$ cat src/shared/spi_port_pkg.sv
package spi_port_pkg;

	// ----------------------------------------------------------------
	// Register map
	// ----------------------------------------------------------------
	localparam int          ADDR_W      = 8;
	localparam logic [7:0]  ADDR_CTRL   = 8'h00;
	localparam logic [7:0]  ADDR_STATUS = 8'h04;
	localparam logic [7:0]  ADDR_TX     = 8'h08;
	localparam logic [7:0]  ADDR_RX     = 8'h0C;
	localparam logic [2:0]  SIZE_WORD   = 3'h2;
	localparam logic        HRESP_OKAY  = 1'h0;

	// ----------------------------------------------------------------
	// Divider constants
	// ----------------------------------------------------------------
	localparam logic [1:0]  PRE_LAST    = 2'h3;
	localparam logic [7:0]  SLAVE_DIV   = 8'h01;
	localparam logic [8:0]  PHASE_ONE   = 9'h001;

	typedef struct packed {
		logic [7:0] bit_clock_divide_value;
		logic       receive_frame_direction;
		logic       transmit_frame_direction;
		logic       receive_clock_direction;
		logic       transmit_clock_direction;
		logic       receive_frame_polarity;
		logic       transmit_frame_polarity;
		logic       transmit_clock_polarity;
		logic [1:0] clock_stop_mode;
		logic       divider_source_select;
		logic       enable;
	} ctrl_type;

	localparam int CTRL_W = $bits(ctrl_type);

	typedef struct packed {
		logic rx_overrun;
		logic cfg_ok;
		logic fifo_empty;
		logic fifo_full;
		logic rx_valid;
		logic busy;
	} status_type;

	typedef struct packed {
		logic ref_clk;
		logic serial_bit_clock;
		logic transmit_frame_pin;
		logic receive_frame_pin;
		logic receive_data_pin;
	} pin_in_type;

	typedef struct packed {
		logic serial_bit_clock_o;
		logic serial_bit_clock_oe_n;
		logic transmit_frame_pin_o;
		logic transmit_frame_pin_oe_n;
		logic transmit_data_pin_o;
		logic transmit_data_pin_oe_n;
	} pin_out_type;

	typedef enum logic [2:0] {
		st_idle,
		st_lead,
		st_run,
		st_trail,
		st_slave
	} xfer_state_type;

endpackage
$ cat src/rtl/pin_sync3.sv
`timescale 1ns/1ps
module pin_sync3 #(
	parameter int W = 1
) (
	// Clock and reset
	input  wire logic         clk_sys,
	input  wire logic         rstn,
	// Pins in, stable levels out
	input  wire logic [W-1:0] d,
	output logic      [W-1:0] q
);
	typedef struct packed {
		logic [W-1:0] s1;
		logic [W-1:0] s2;
		logic [W-1:0] s3;
		logic [W-1:0] q;
	} sync_state_type;

	sync_state_type s, n;
	logic [W-1:0] agree;

	// Stage one feeds stage two only; a level counts once stages two and three agree
	assign agree = s.s2 ~^ s.s3;
	always_comb begin
		n    = s;
		n.s1 = d;
		n.s2 = s.s1;
		n.s3 = s.s2;
		n.q  = (agree & s.s3) | (~agree & s.q);
	end

	always_ff @(posedge clk_sys) begin
		if (!rstn) begin
			s <= '0;
		end else begin
			s <= n;
		end
	end

	assign q = s.q;
endmodule // pin_sync3

$ cat src/rtl/serial_port_spi_clock_stop.sv
// Decided for this implementation: the AHB-Lite slave port and the register addresses.
`timescale 1ns/1ps
module serial_port_spi_clock_stop #(
	parameter int WORD_W     = 8,
	parameter int FIFO_DEPTH = 16
) (
	// Clock and reset
	input  wire logic                     clk_sys,
	input  wire logic                     rstn,
	// AHB-Lite slave
	input  wire logic                     hsel,
	input  wire logic [31:0]              haddr,
	input  wire logic [1:0]               htrans,
	input  wire logic                     hwrite,
	input  wire logic [2:0]               hsize,
	input  wire logic [31:0]              hwdata,
	input  wire logic                     hready,
	output logic                          hreadyout,
	output logic                          hresp,
	output logic      [31:0]              hrdata,
	// Serial pins
	input  wire spi_port_pkg::pin_in_type pins_in,
	output spi_port_pkg::pin_out_type     pins_out
);
	import spi_port_pkg::*;

	localparam int BW = $clog2(WORD_W);
	localparam logic [BW-1:0] BIT_LAST = BW'(WORD_W - 1);

	typedef struct packed {
		ctrl_type          ctrl;
		xfer_state_type    st;
		logic [1:0]        pre;
		logic              ref_q;
		logic              clk_q;
		logic              fr_q;
		logic              se;
		logic              act;
		logic              drive;
		logic [8:0]        cnt;
		logic [8:0]        chk;
		logic [BW-1:0]     bits;
		logic [WORD_W-1:0] tx_sr;
		logic [WORD_W-1:0] rx_sr;
		logic [WORD_W-1:0] rx_data;
		logic              rx_valid;
		logic              overrun;
		logic              ap_wr;
		logic [ADDR_W-1:0] ap_addr;
		logic [31:0]       rdata;
	} port_state_type;

	port_state_type    s, n;
	pin_in_type        pin_s;
	status_type        status;
	logic              master, eff_src, tick, ev, in_timed, cfg_ok;
	logic              odd_z, mode_dly, pol, a_lvl, se_s, rse_s;
	logic              lead_ev, trail_ev, pop, ap_sel, fifo_in_valid;
	logic              fifo_in_ready, fifo_out_valid;
	logic [7:0]        eff_div;
	logic [8:0]        d9, half_up, hi, lo, lp, tp, per, lead_len, trail_len;
	logic [WORD_W-1:0] fifo_out_data, rx_new;

	// ----------------------------------------------------------------
	// Pin synchroniser and transmit FIFO
	// ----------------------------------------------------------------
	pin_sync3 #(
		.W ($bits(pin_in_type))
	) u_sync (
		.clk_sys (clk_sys),
		.rstn    (rstn),
		.d       (pins_in),
		.q       (pin_s)
	);

	// A full FIFO stalls the bus write instead of dropping the word
	word_fifo #(
		.W     (WORD_W),
		.DEPTH (FIFO_DEPTH)
	) u_fifo (
		.clk_sys   (clk_sys),
		.rstn      (rstn),
		.in_valid  (fifo_in_valid),
		.in_ready  (fifo_in_ready),
		.in_data   (hwdata[WORD_W-1:0]),
		.out_valid (fifo_out_valid),
		.out_ready (pop),
		.out_data  (fifo_out_data)
	);

	// ----------------------------------------------------------------
	// Divider and phase lengths
	// ----------------------------------------------------------------
	assign master  = s.ctrl.transmit_clock_direction;
	assign eff_src = master ? s.ctrl.divider_source_select : 1'b1;
	assign eff_div = master ? s.ctrl.bit_clock_divide_value : SLAVE_DIV;
	assign tick    = eff_src ? (s.pre == PRE_LAST) : (pin_s.ref_clk & ~s.ref_q);
	assign pol     = s.ctrl.transmit_clock_polarity;
	assign mode_dly = s.ctrl.clock_stop_mode[0];

	assign d9      = {1'b0, eff_div};
	assign odd_z   = eff_div[0] | (eff_div == 8'h00);
	assign half_up = (d9 + PHASE_ONE) >> 1;
	// A zero divide value cannot split one input period, so each phase takes one
	assign hi = odd_z ? ((half_up == '0) ? PHASE_ONE : half_up) : (d9 >> 1) + PHASE_ONE;
	assign lo = odd_z ? ((half_up == '0) ? PHASE_ONE : half_up) : (d9 >> 1);
	assign per = hi + lo;
	// Phase after the leading edge and after the trailing edge
	assign lp = pol ? lo : hi;
	assign tp = pol ? hi : lo;
	assign lead_len  = mode_dly ? per : tp;
	assign trail_len = mode_dly ? tp : per;

	assign in_timed = (s.st == st_lead) | (s.st == st_run) | (s.st == st_trail);
	assign ev       = tick & in_timed & (s.cnt == PHASE_ONE);

	// ----------------------------------------------------------------
	// Configuration and slave inputs
	// ----------------------------------------------------------------
	assign cfg_ok = s.ctrl.clock_stop_mode[1]
		& s.ctrl.transmit_frame_polarity & s.ctrl.receive_frame_polarity
		& (master ? (s.ctrl.transmit_frame_direction & ~s.ctrl.receive_clock_direction
			& ~s.ctrl.receive_frame_direction)
		: (~s.ctrl.transmit_frame_direction & ~s.ctrl.receive_clock_direction
			& ~s.ctrl.receive_frame_direction));
	assign se_s  = s.ctrl.transmit_frame_polarity ? ~pin_s.transmit_frame_pin : pin_s.transmit_frame_pin;
	assign rse_s = s.ctrl.receive_frame_polarity ? ~pin_s.receive_frame_pin : pin_s.receive_frame_pin;
	assign a_lvl = pin_s.serial_bit_clock ^ pol;
	assign rx_new = {s.rx_sr[WORD_W-2:0], pin_s.receive_data_pin};

	// ----------------------------------------------------------------
	// Bus slave
	// ----------------------------------------------------------------
	assign ap_sel        = hsel & htrans[1] & (hsize == SIZE_WORD);
	assign fifo_in_valid = s.ap_wr & (s.ap_addr == ADDR_TX);
	assign hreadyout     = ~(fifo_in_valid & ~fifo_in_ready);
	assign hresp         = HRESP_OKAY;
	assign hrdata        = s.rdata;

	assign status.rx_overrun = s.overrun;
	assign status.cfg_ok     = cfg_ok;
	assign status.fifo_empty = ~fifo_out_valid;
	assign status.fifo_full  = ~fifo_in_ready;
	assign status.rx_valid   = s.rx_valid;
	assign status.busy       = (s.st != st_idle);

	// ----------------------------------------------------------------
	// Next state
	// ----------------------------------------------------------------
	always_comb begin
		n        = s;
		pop      = 1'b0;
		lead_ev  = 1'b0;
		trail_ev = 1'b0;
		n.pre    = s.pre + 2'h1;
		n.ref_q  = pin_s.ref_clk;
		n.clk_q  = a_lvl;
		n.fr_q   = se_s;

		if (s.ap_wr && s.ap_addr == ADDR_CTRL) begin
			n.ctrl = ctrl_type'(hwdata[CTRL_W-1:0]);
		end
		if (s.ap_wr && s.ap_addr == ADDR_STATUS) begin
			n.overrun = 1'b0;
		end
		if (hready) begin
			n.ap_wr   = ap_sel & hwrite;
			n.ap_addr = haddr[ADDR_W-1:0];
			n.rdata   = '0;
			if (ap_sel && !hwrite) begin
				case (haddr[ADDR_W-1:0])
					ADDR_CTRL: begin
						n.rdata = 32'(s.ctrl);
					end
					ADDR_STATUS: begin
						n.rdata = 32'(status);
					end
					ADDR_RX: begin
						n.rdata    = 32'(s.rx_data);
						n.rx_valid = 1'b0;
					end
					default: begin
						n.rdata = '0;
					end
				endcase
			end
		end

		if (tick && in_timed) begin
			n.cnt = s.cnt - PHASE_ONE;
			n.chk = s.chk + PHASE_ONE;
		end
		if (ev) begin
			n.chk = '0;
		end

		case (s.st)
			st_idle: begin
				n.act   = 1'b0;
				n.drive = 1'b0;
				n.bits  = '0;
				if (s.ctrl.enable && cfg_ok && master && fifo_out_valid && tick) begin
					// Starting on a tick keeps the lead an exact number of divider periods
					pop     = 1'b1;
					n.tx_sr = fifo_out_data;
					n.se    = 1'b1;
					n.drive = 1'b1;
					n.cnt   = lead_len;
					n.chk   = '0;
					n.st    = st_lead;
				end else if (s.ctrl.enable && cfg_ok && !master && se_s && !s.fr_q) begin
					// An empty FIFO sends zeros rather than stalling the master
					pop     = fifo_out_valid;
					n.tx_sr = fifo_out_valid ? fifo_out_data : '0;
					n.drive = 1'b1;
					n.st    = st_slave;
				end
			end
			st_lead: begin
				if (ev) begin
					lead_ev = 1'b1;
					n.act   = 1'b1;
					n.cnt   = lp;
					n.st    = st_run;
				end
			end
			st_run: begin
				if (ev && s.act) begin
					trail_ev = 1'b1;
					n.act    = 1'b0;
					if (s.bits == BIT_LAST) begin
						n.cnt = trail_len;
						n.st  = st_trail;
					end else begin
						n.cnt = tp;
					end
				end else if (ev) begin
					lead_ev = 1'b1;
					n.act   = 1'b1;
					n.cnt   = lp;
				end
			end
			st_trail: begin
				if (ev) begin
					n.se    = 1'b0;
					n.drive = 1'b0;
					n.st    = st_idle;
				end
			end
			st_slave: begin
				lead_ev  = a_lvl & ~s.clk_q;
				trail_ev = ~a_lvl & s.clk_q & rse_s;
				if (!se_s) begin
					n.drive = 1'b0;
					n.st    = st_idle;
				end
			end
			default: begin
				n.st = st_idle;
			end
		endcase

		// Mode 10b shifts on leading edges, mode 11b right after sampling
		if (lead_ev && !mode_dly && s.bits != '0) begin
			n.tx_sr = s.tx_sr << 1;
		end
		if (trail_ev) begin
			n.rx_sr = rx_new;
			if (mode_dly) begin
				n.tx_sr = s.tx_sr << 1;
			end
			if (s.bits == BIT_LAST) begin
				n.rx_data = rx_new;
				n.overrun = n.overrun | n.rx_valid;
				n.rx_valid = 1'b1;
				n.bits    = '0;
			end else begin
				n.bits = s.bits + BW'(1);
			end
		end
	end

	always_ff @(posedge clk_sys) begin
		if (!rstn) begin
			s <= '0;
		end else begin
			s <= n;
		end
	end

	// ----------------------------------------------------------------
	// Pin drivers
	// ----------------------------------------------------------------
	assign pins_out.serial_bit_clock_o      = pol ? ~s.act : s.act;
	assign pins_out.serial_bit_clock_oe_n   = ~s.ctrl.transmit_clock_direction;
	assign pins_out.transmit_frame_pin_o    = s.ctrl.transmit_frame_polarity ? ~s.se : s.se;
	assign pins_out.transmit_frame_pin_oe_n = ~s.ctrl.transmit_frame_direction;
	assign pins_out.transmit_data_pin_o     = s.tx_sr[WORD_W-1];
	assign pins_out.transmit_data_pin_oe_n  = ~s.drive;
endmodule // serial_port_spi_clock_stop

$ cat src/rtl/word_fifo.sv
`timescale 1ns/1ps
module word_fifo #(
	parameter int W     = 8,
	parameter int DEPTH = 16
) (
	// Clock and reset
	input  wire logic         clk_sys,
	input  wire logic         rstn,
	// Fill side
	input  wire logic         in_valid,
	output logic              in_ready,
	input  wire logic [W-1:0] in_data,
	// Drain side
	output logic              out_valid,
	input  wire logic         out_ready,
	output logic      [W-1:0] out_data
);
	localparam int AW = $clog2(DEPTH);

	typedef struct packed {
		logic [DEPTH-1:0][W-1:0] mem;
		logic [AW-1:0]           wp;
		logic [AW-1:0]           rp;
		logic [AW:0]             cnt;
	} fifo_state_type;

	fifo_state_type s, n;
	logic push, pop;

	assign in_ready  = (s.cnt != (AW+1)'(DEPTH));
	assign out_valid = (s.cnt != '0);
	assign out_data  = s.mem[s.rp];
	assign push      = in_valid & in_ready;
	assign pop       = out_valid & out_ready;

	always_comb begin
		n = s;
		if (push) begin
			n.mem[s.wp] = in_data;
			n.wp        = (s.wp == AW'(DEPTH - 1)) ? '0 : s.wp + AW'(1);
		end
		if (pop) begin
			n.rp = (s.rp == AW'(DEPTH - 1)) ? '0 : s.rp + AW'(1);
		end
		n.cnt = s.cnt + (AW+1)'(push) - (AW+1)'(pop);
	end

	always_ff @(posedge clk_sys) begin
		if (!rstn) begin
			s <= '0;
		end else begin
			s <= n;
		end
	end
endmodule // word_fifo

$ cat config.mk
export PLATFORM = sky130hd
export DESIGN_NAME = serial_port_spi_clock_stop
export DESIGN_NICKNAME = d
export VERILOG_FILES = /design/src/shared/spi_port_pkg.sv /design/src/rtl/pin_sync3.sv /design/src/rtl/serial_port_spi_clock_stop.sv /design/src/rtl/word_fifo.sv
export SDC_FILE = /design/constraint.sdc
export NUM_CORES = 1
export LEC_CHECK = 0
export BUFFER_PORTS_ARGS = -buffer_cell sky130_fd_sc_hd__buf_2
export CORE_UTILIZATION = 30
export CTS_BUF_LIST = sky130_fd_sc_hd__clkbuf_2
export DETAILED_ROUTE_END_ITERATION = 10
export PLACE_DENSITY = 0.45
export REMOVE_ABC_BUFFERS = 1
export SETUP_SLACK_MARGIN = 0.5
export SLEW_MARGIN = 20
export SYNTH_ARGS = -nofsm -noshare
export SYNTH_HDL_FRONTEND = slang
export SYNTH_SLANG_ARGS = --single-unit
$ cat constraint.sdc
create_clock -name clk_sys -period 4.3 [get_ports clk_sys]
set_input_delay 0.215 -clock clk_sys [delete_from_list [all_inputs] [get_ports clk_sys]]
set_output_delay 0.215 -clock clk_sys [all_outputs]
set_load 0.02 [all_outputs]
==> After elaboration in Yosys (flattened, before gate mapping) <==
Cells that the tools add are included.
{ "totals": {"register_bits": 279, "latch_bits": 0, "ramBits": 0, "mem_bits_ro": 0, "memories": 0} }
{ "classes": {"add_sub_neg": 11, "mul": 0, "n_div": 0, "n_lt_le_gt_ge": 3, "eq_ne": 22, "n_shift": 0, "n_mux": 70, "n_bitwise": 45, "n_reduce_logical": 35} }
{ "op_table": {"columns": ["operator", "count"], "rows": [
  ["128-bit bitwise mux", 1],
  ["9-bit 2-to-1 mux", 9],
  ["8-bit 2-to-1 mux", 10],
  ["19-bit one-hot mux with 3 select lines", 1],
  ["18-bit 2-to-1 mux", 2],
  ["8-bit binary-select mux with 4-bit select", 1],
  ["8-bit demux with 4-bit select", 1],
  ["29-bit 2-to-1 mux", 1],
  ["9-bit one-hot mux with 3 select lines", 1],
  ["8-bit zero test", 3],
  ["1-bit 2-to-1 mux", 24],
  ["3-bit 2-to-1 mux", 8],
  ["1-bit AND", 20],
  ["20-bit 2-to-1 mux", 1],
  ["19-bit 2-to-1 mux", 1],
  ["8-bit by 3-bit equality test with 1-bit output, second input constant", 2],
  ["8-bit by 4-bit equality test with 1-bit output, second input constant", 2],
  ["1-bit logical AND", 15],
  ["1-bit inverter", 15],
  ["3-bit one-hot mux with 5 select lines", 1],
  ["3-bit nonzero test", 4],
  ["5-bit AND", 2],
  ["4-bit by 5-bit less-than comparator with 1-bit output, second input constant", 2],
  ["10-bit 2-to-1 mux", 1],
  ["other kinds (37)", 58]
]} }

==> Longest topological paths before layout <==
{ "depth": {"ltp_word": 15, "mapped_depth": 19} }

==> Modules after synthesis <==
Synthesis repeated with hierarchy kept, for this count alone.
{ "hier_totals": {"cells_unflattened": 1385, "area_unflattened_um2": 13098.8} }
{ "modules_own_cells": {"columns": ["module", "n_inst", "cells_per_inst", "area_each_um2", "seq_area_each_um2"], "rows": [
  ["word_fifo", 1, 609, 6687.7, 2822.7],
  ["serial_port_spi_clock_stop", 1, 719, 5766.8, 1901.8],
  ["pin_sync3", 1, 57, 644.4, 400.4]
]} }

==> Least setup slack after synthesis <==
No wires, ideal clock.
{ "synth_timing": {"path_type": "reg2reg", "start": "register s, in the netlist master", "end": "register s[87] (netlist bit)", "t_arrival_ps": 3682, "path_slack_ps": 486, "stages_incl_launch_ff": 20, "path_buffers": 3, "cell_sequence": "dfxtp_1 -> buf_2 -> buf_1 -> clkbuf_1 -> nand2_1 -> inv_1 -> ha_1 -> and3_1 -> a31oi_1 -> a211oi_1 -> o41a_1 -> nor2_1 -> ha_1 -> fa_1 -> a211oi_1 -> o21ai_0 -> and3_1 -> o21a_1 -> o21ai_0 -> a21oi_1"} }
{ "synth_via": {"elab_chain_cells": 10} }
{ "synth_lines": {"columns": ["item", "line_no", "source"], "rows": [
  ["from (decl)", "serial_port_spi_clock_stop.sv:53", "port_state_type s, n;"],
  ["from (signal assigned)", "serial_port_spi_clock_stop.sv:287", "s <= n;"],
  ["8-bit 2-to-1 mux", "serial_port_spi_clock_stop.sv:96", "assign eff_div = master ? s.ctrl.bit_clock_divide_value : SLAVE_DIV;"],
  ["8-bit by 1-bit adder with 9-bit output", "serial_port_spi_clock_stop.sv:103", "assign half_up = (d9 + PHASE_ONE) >> 1;"],
  ["9-bit zero test", "serial_port_spi_clock_stop.sv:105, serial_port_spi_clock_stop.sv:106", null],
  ["8-bit 2-to-1 mux", "serial_port_spi_clock_stop.sv:105, serial_port_spi_clock_stop.sv:106", null],
  ["9-bit 2-to-1 mux / 8-bit 2-to-1 mux (equally long branches)", "serial_port_spi_clock_stop.sv:105, serial_port_spi_clock_stop.sv:106", null],
  ["9-bit by 8-bit adder with 9-bit output", "serial_port_spi_clock_stop.sv:107", "assign per = hi + lo;"],
  ["9-bit 2-to-1 mux", "serial_port_spi_clock_stop.sv:112", "assign trail_len = mode_dly ? tp : per;"],
  ["9-bit 2-to-1 mux", "serial_port_spi_clock_stop.sv:231", "if (s.bits == BIT_LAST) begin"],
  ["9-bit 2-to-1 mux", "serial_port_spi_clock_stop.sv:228", "if (ev && s.act) begin"],
  ["9-bit one-hot mux with 3 select lines (*)", "serial_port_spi_clock_stop.sv:197", "case (s.st)"]
]} }
Every way passes the cells marked *; elsewhere a longest branch is shown, timed or not.
A chain may end at the register's enable or synchronous reset.

==> Worst setup path after layout <==
{ "layout_timing": {"start": "register s, in the netlist master", "end": "register s, in the netlist pins_out[1]"} }
{ "layout_via": {"elab_chain_cells": 12} }
{ "layout_lines": {"columns": ["item", "line_no", "source"], "rows": [
  ["1-bit 2-to-1 mux (on tied branches)", "serial_port_spi_clock_stop.sv:95, serial_port_spi_clock_stop.sv:122", null],
  ["1-bit 2-to-1 mux / 1-bit AND (equally long branches)", "serial_port_spi_clock_stop.sv:97, serial_port_spi_clock_stop.sv:122", null],
  ["1-bit AND / 1-bit logical AND (equally long branches)", "serial_port_spi_clock_stop.sv:115, serial_port_spi_clock_stop.sv:202, serial_port_spi_clock_stop.sv:211", null],
  ["1-bit AND / 1-bit logical AND (equally long branches)", "serial_port_spi_clock_stop.sv:115, serial_port_spi_clock_stop.sv:211", null],
  ["1-bit 2-to-1 mux, or another cell as far along", "serial_port_spi_clock_stop.sv:220, serial_port_spi_clock_stop.sv:237", null],
  ["1-bit 2-to-1 mux / 1-bit logical AND (equally long branches)", "serial_port_spi_clock_stop.sv:228, serial_port_spi_clock_stop.sv:211", null],
  ["1-bit one-hot mux with 3 select lines / 8-bit 2-to-1 mux (equally long branches)", "serial_port_spi_clock_stop.sv:197, serial_port_spi_clock_stop.sv:211", null],
  ["1-bit logical AND / 8-bit 2-to-1 mux (equally long branches)", "serial_port_spi_clock_stop.sv:264, serial_port_spi_clock_stop.sv:202", null],
  ["1-bit logical AND / 20-bit 2-to-1 mux (equally long branches)", "serial_port_spi_clock_stop.sv:264, serial_port_spi_clock_stop.sv:197", null],
  ["8-bit 2-to-1 mux", "serial_port_spi_clock_stop.sv:264", "if (lead_ev && !mode_dly && s.bits != '0) begin"],
  ["8-bit 2-to-1 mux", "serial_port_spi_clock_stop.sv:269", "if (mode_dly) begin"],
  ["29-bit 2-to-1 mux (*)", "serial_port_spi_clock_stop.sv:267", "if (trail_ev) begin"]
]} }
Every way passes the cells marked *; elsewhere a longest branch is shown, timed or not. The select of a mux whose other input is x is not followed.

==> flow_summary_export.csv <==
group,metric,value,unit
die,fp-row-count,75,
clocking,clk_latency,960,ps
synth,netlist_area,12890,µm²
worst_setup_path,cp-end-kind,"register",
timing,tightest_slew,1011,ps
die,start_util,30.60,%
die,core,42130,µm²
min_path,hp-class,"in2reg",
timing,fmax,0.2789,GHz
power_and_ir_drop,netSwitchingFraction,27.07,%
place,place_congestion,0.8042,
final_layout,finalNetCount,1572,
worst_setup_path,path_cells,"buf_4 > nor2b_4 > mux2_2 > nand4_2 > inv_1 > ha_1 > and3_1 > a41oi_2 > nand2b_1 > and2_1 > a211oi_1",
die,die_w,209.3,µm
worst_setup_path,critical_path_required,5030,ps
power_and_ir_drop,p_int,3.220,mW
clocking,cts_sinks,256,
clocking,h-tree-depth,3,
outcome,status,"finished, final reports clean",
synth,ys_warn_count,0,
synth,synth_ff_type,"dfxtp_1",
synth,yosys.area.top_type,"dfxtp_1",
place,pre_cts_slack,654.9,ps
place,numPortBuffers,66,
grt,overflow,0,
worst_setup_path,cp_max_fo,25,
power_and_ir_drop,finalPower,4.415,mW
routing,drc,0,
place,dpl-instance-area,13480,µm²
grt,antenna_found_initial,2,
timing,hold_ws,239.2,ps
grt,grt_use_total,15.63,%
routing,post_drt_via_cell_ratio,4.863,
worst_setup_path,crit_buf_inv,2,
routing,vias,9970,
run,maxCapViolCount,0,
timing,final-hold-violation-count,0,
timing,final_max_slew_viol_count,0,
power_and_ir_drop,power_frac_comb,4.3,%
worst_setup_path,slowest_delay,400,ps
clocking,path_clk_slew,100,ps
synth,synth_cell_types,83,
power_and_ir_drop,peakVddDrop,187.2,µV
synth,async_reset_ff_share,0,%
routing,wire_per_inst,16.42,µm
power_and_ir_drop,p_sw,1.195,mW
routing,firstDrtPassIters,5,
synth,ys_ff_latch,256,
synth,synth_top_area_share,39.74,%
timing,max_slew_margin,31.66,%
synth,seq_area_frac_synth,39.74,%
final_layout,syn_to_final_growth,15.68,%
worst_setup_path,path_class,"reg2reg",
worst_setup_path,crit_family,"simple AND/OR/NAND/NOR gates",
grt,grt_max_degree,119,
place,hpwl,22370,µm
power_and_ir_drop,p_clk_share,41.6,%
synth,synth-edff-count,0,
routing,drt_iter0_drc,507,
final_layout,final_util,35.40,%
timing,period_needed,3586,ps
final_layout,postLayoutCellArea,14920,µm²
power_and_ir_drop,pwr-share-seq,54.1,%
synth,synth.area.top_cells,"dfxtp_1 (40%), mux2i_1 (14%), mux4_2 (7.0%), nor2_1 (6.8%), ha_1 (2.8%)",
timing,fin_ws,714.2,ps
routing,wl,33660,µm
clocking,cts_buffers,74,
synth,post-synth-top-count-cell,"dfxtp_1",
final_layout,drive_gt1_share,18.97,%
die,ios,119,
power_and_ir_drop,p_leak,6.710,nW
clocking,cts_root_buf,"clkbuf_2",
timing,fin_skew,85.87,ps
synth,syn_area_per_cell,9.652,µm²
die,dieArea,43820,µm²
synth,synthTopCellsByCount,"dfxtp_1 (256), nor2_1 (233), mux2i_1 (180)",
clocking,cts_tree,"done",
place,dp_cells,1848,
timing,rsz0062_at_grt,"yes",
timing,setup_viol,0,
power_and_ir_drop,powerDensity,296.0,nW/µm²
timing,tns,0,ps
timing,fin_crit_sh,83.39,%
worst_setup_path,critPathSlowestCell,"mux2_2",
die,die_y,209.3,µm
worst_setup_path,arrival,4320,ps
final_layout,finalNonFillerCells,2050,
grt,grt_pass1_wl,54450,µm
clocking,clk_path_buf_depth,3,
synth,synth_cells,1336,
worst_setup_path,critPathLaunchType,"register",
routing,ant_nets,0,
grt,grt_pass1_vias,9937,
-- registers in the layout, summed over array words and instances (netlist names), named ones only --
signal,flops
u_fifo.s,141
s,65
pins_out,1
mode_dly,1
hrdata,19
u_sync.s,5
pol,1
rx_new,7
master,1
u_sync.n,10
-- layout by cell type, fill, tap and decap left out, types with 8 or more instances in the layout --
cell,count
dfxtp_1,255
nor2_1,233
mux2i_1,180
clkbuf_2,104
dlygate4sd3_1,76
buf_2,66
nand2_1,47
a21oi_1,44
mux4_2,40
inv_1,32
o21ai_0,30
ha_1,29
buf_4,27
and2_1,25
a22oi_1,25
xor2_1,22
nand3_1,19
nor3_1,18
clkinv_1,14
conb_1,14
nand2b_1,11
nand4_1,11
xnor2_1,11
a211oi_1,11
a31oi_1,11
nor2b_1,9
a21o_1,8
-- layer usage --
layer | global-route usage [%] | routed length [µm] | part of all wire (%)
met5 | 0 | 0 | 0
met4 | 6.618 | 1083 | 3.2
met1 | 20.63 | 15990 | 48
met3 | 3.591 | 1287 | 3.8
met2 | 24.47 | 15300 | 45
-- final cells by class --
class	count	area [µm²]
antenna	3	7.507
timing repair buffer	170	1314
tap	539	674.4
sequential	256	5126
clock inverter	18	125.1
inverter	35	136.4
multi-input combinational	925	7013
clock buffer	104	520.5
fill	4344	27220
-- worst reg2reg max path: stages, from the launching register on --
cell      delay, ps
dfxtp_1         370
buf_4           330
nor2b_4         240
mux2_2          400
nand4_2         180
inv_1           110
ha_1            270
and3_1          260
a41oi_2         400
nand2b_1        330
and2_1          360
a211oi_1        130
-- power groups by stage --
stage	logic, mW	clock network [mW]	registers (mW)
after global routing	0.209	2.07	2.39
after global placement	0.138	0	2.44
after detailed placement	0.139	0	2.44
after CTS	0.192	1.95	2.39
final	0.192	1.84	2.39
after floorplan	0.0606	0	2.44
-- logic make-up after synthesis --
kind of cell / Yosys count / synth area share, %
fa+ha+maj: 31 / 3.124
other cells: 1 / 0.02908
simple gates: 439 / 17.40
compound gates: 186 / 9.810
flops: 256 / 39.74
mux: 222 / 21.13
buf+inv: 168 / 6.520
xor+xnor: 33 / 2.241
-- path summary, 6_finish.rpt --
kind	from	end	slack (ps)	depth (start not counted)
max	master	pins_out[1]	710	11
max reg2reg	master	pins_out[1]	710	11
min	hsize[2]	s[40]	240	5
min reg2reg	s[94]	s[94]	420	1
-- repair_timing --
action	4_1_cts	5_1_grt
buffers inserted	0	1
endpoints found under the setup margin	0	3
hold buffers	76	0
endpoints found under the hold margin	203	0
resized for setup	0	5
Note: power is estimated with default switching activity, not from simulation.
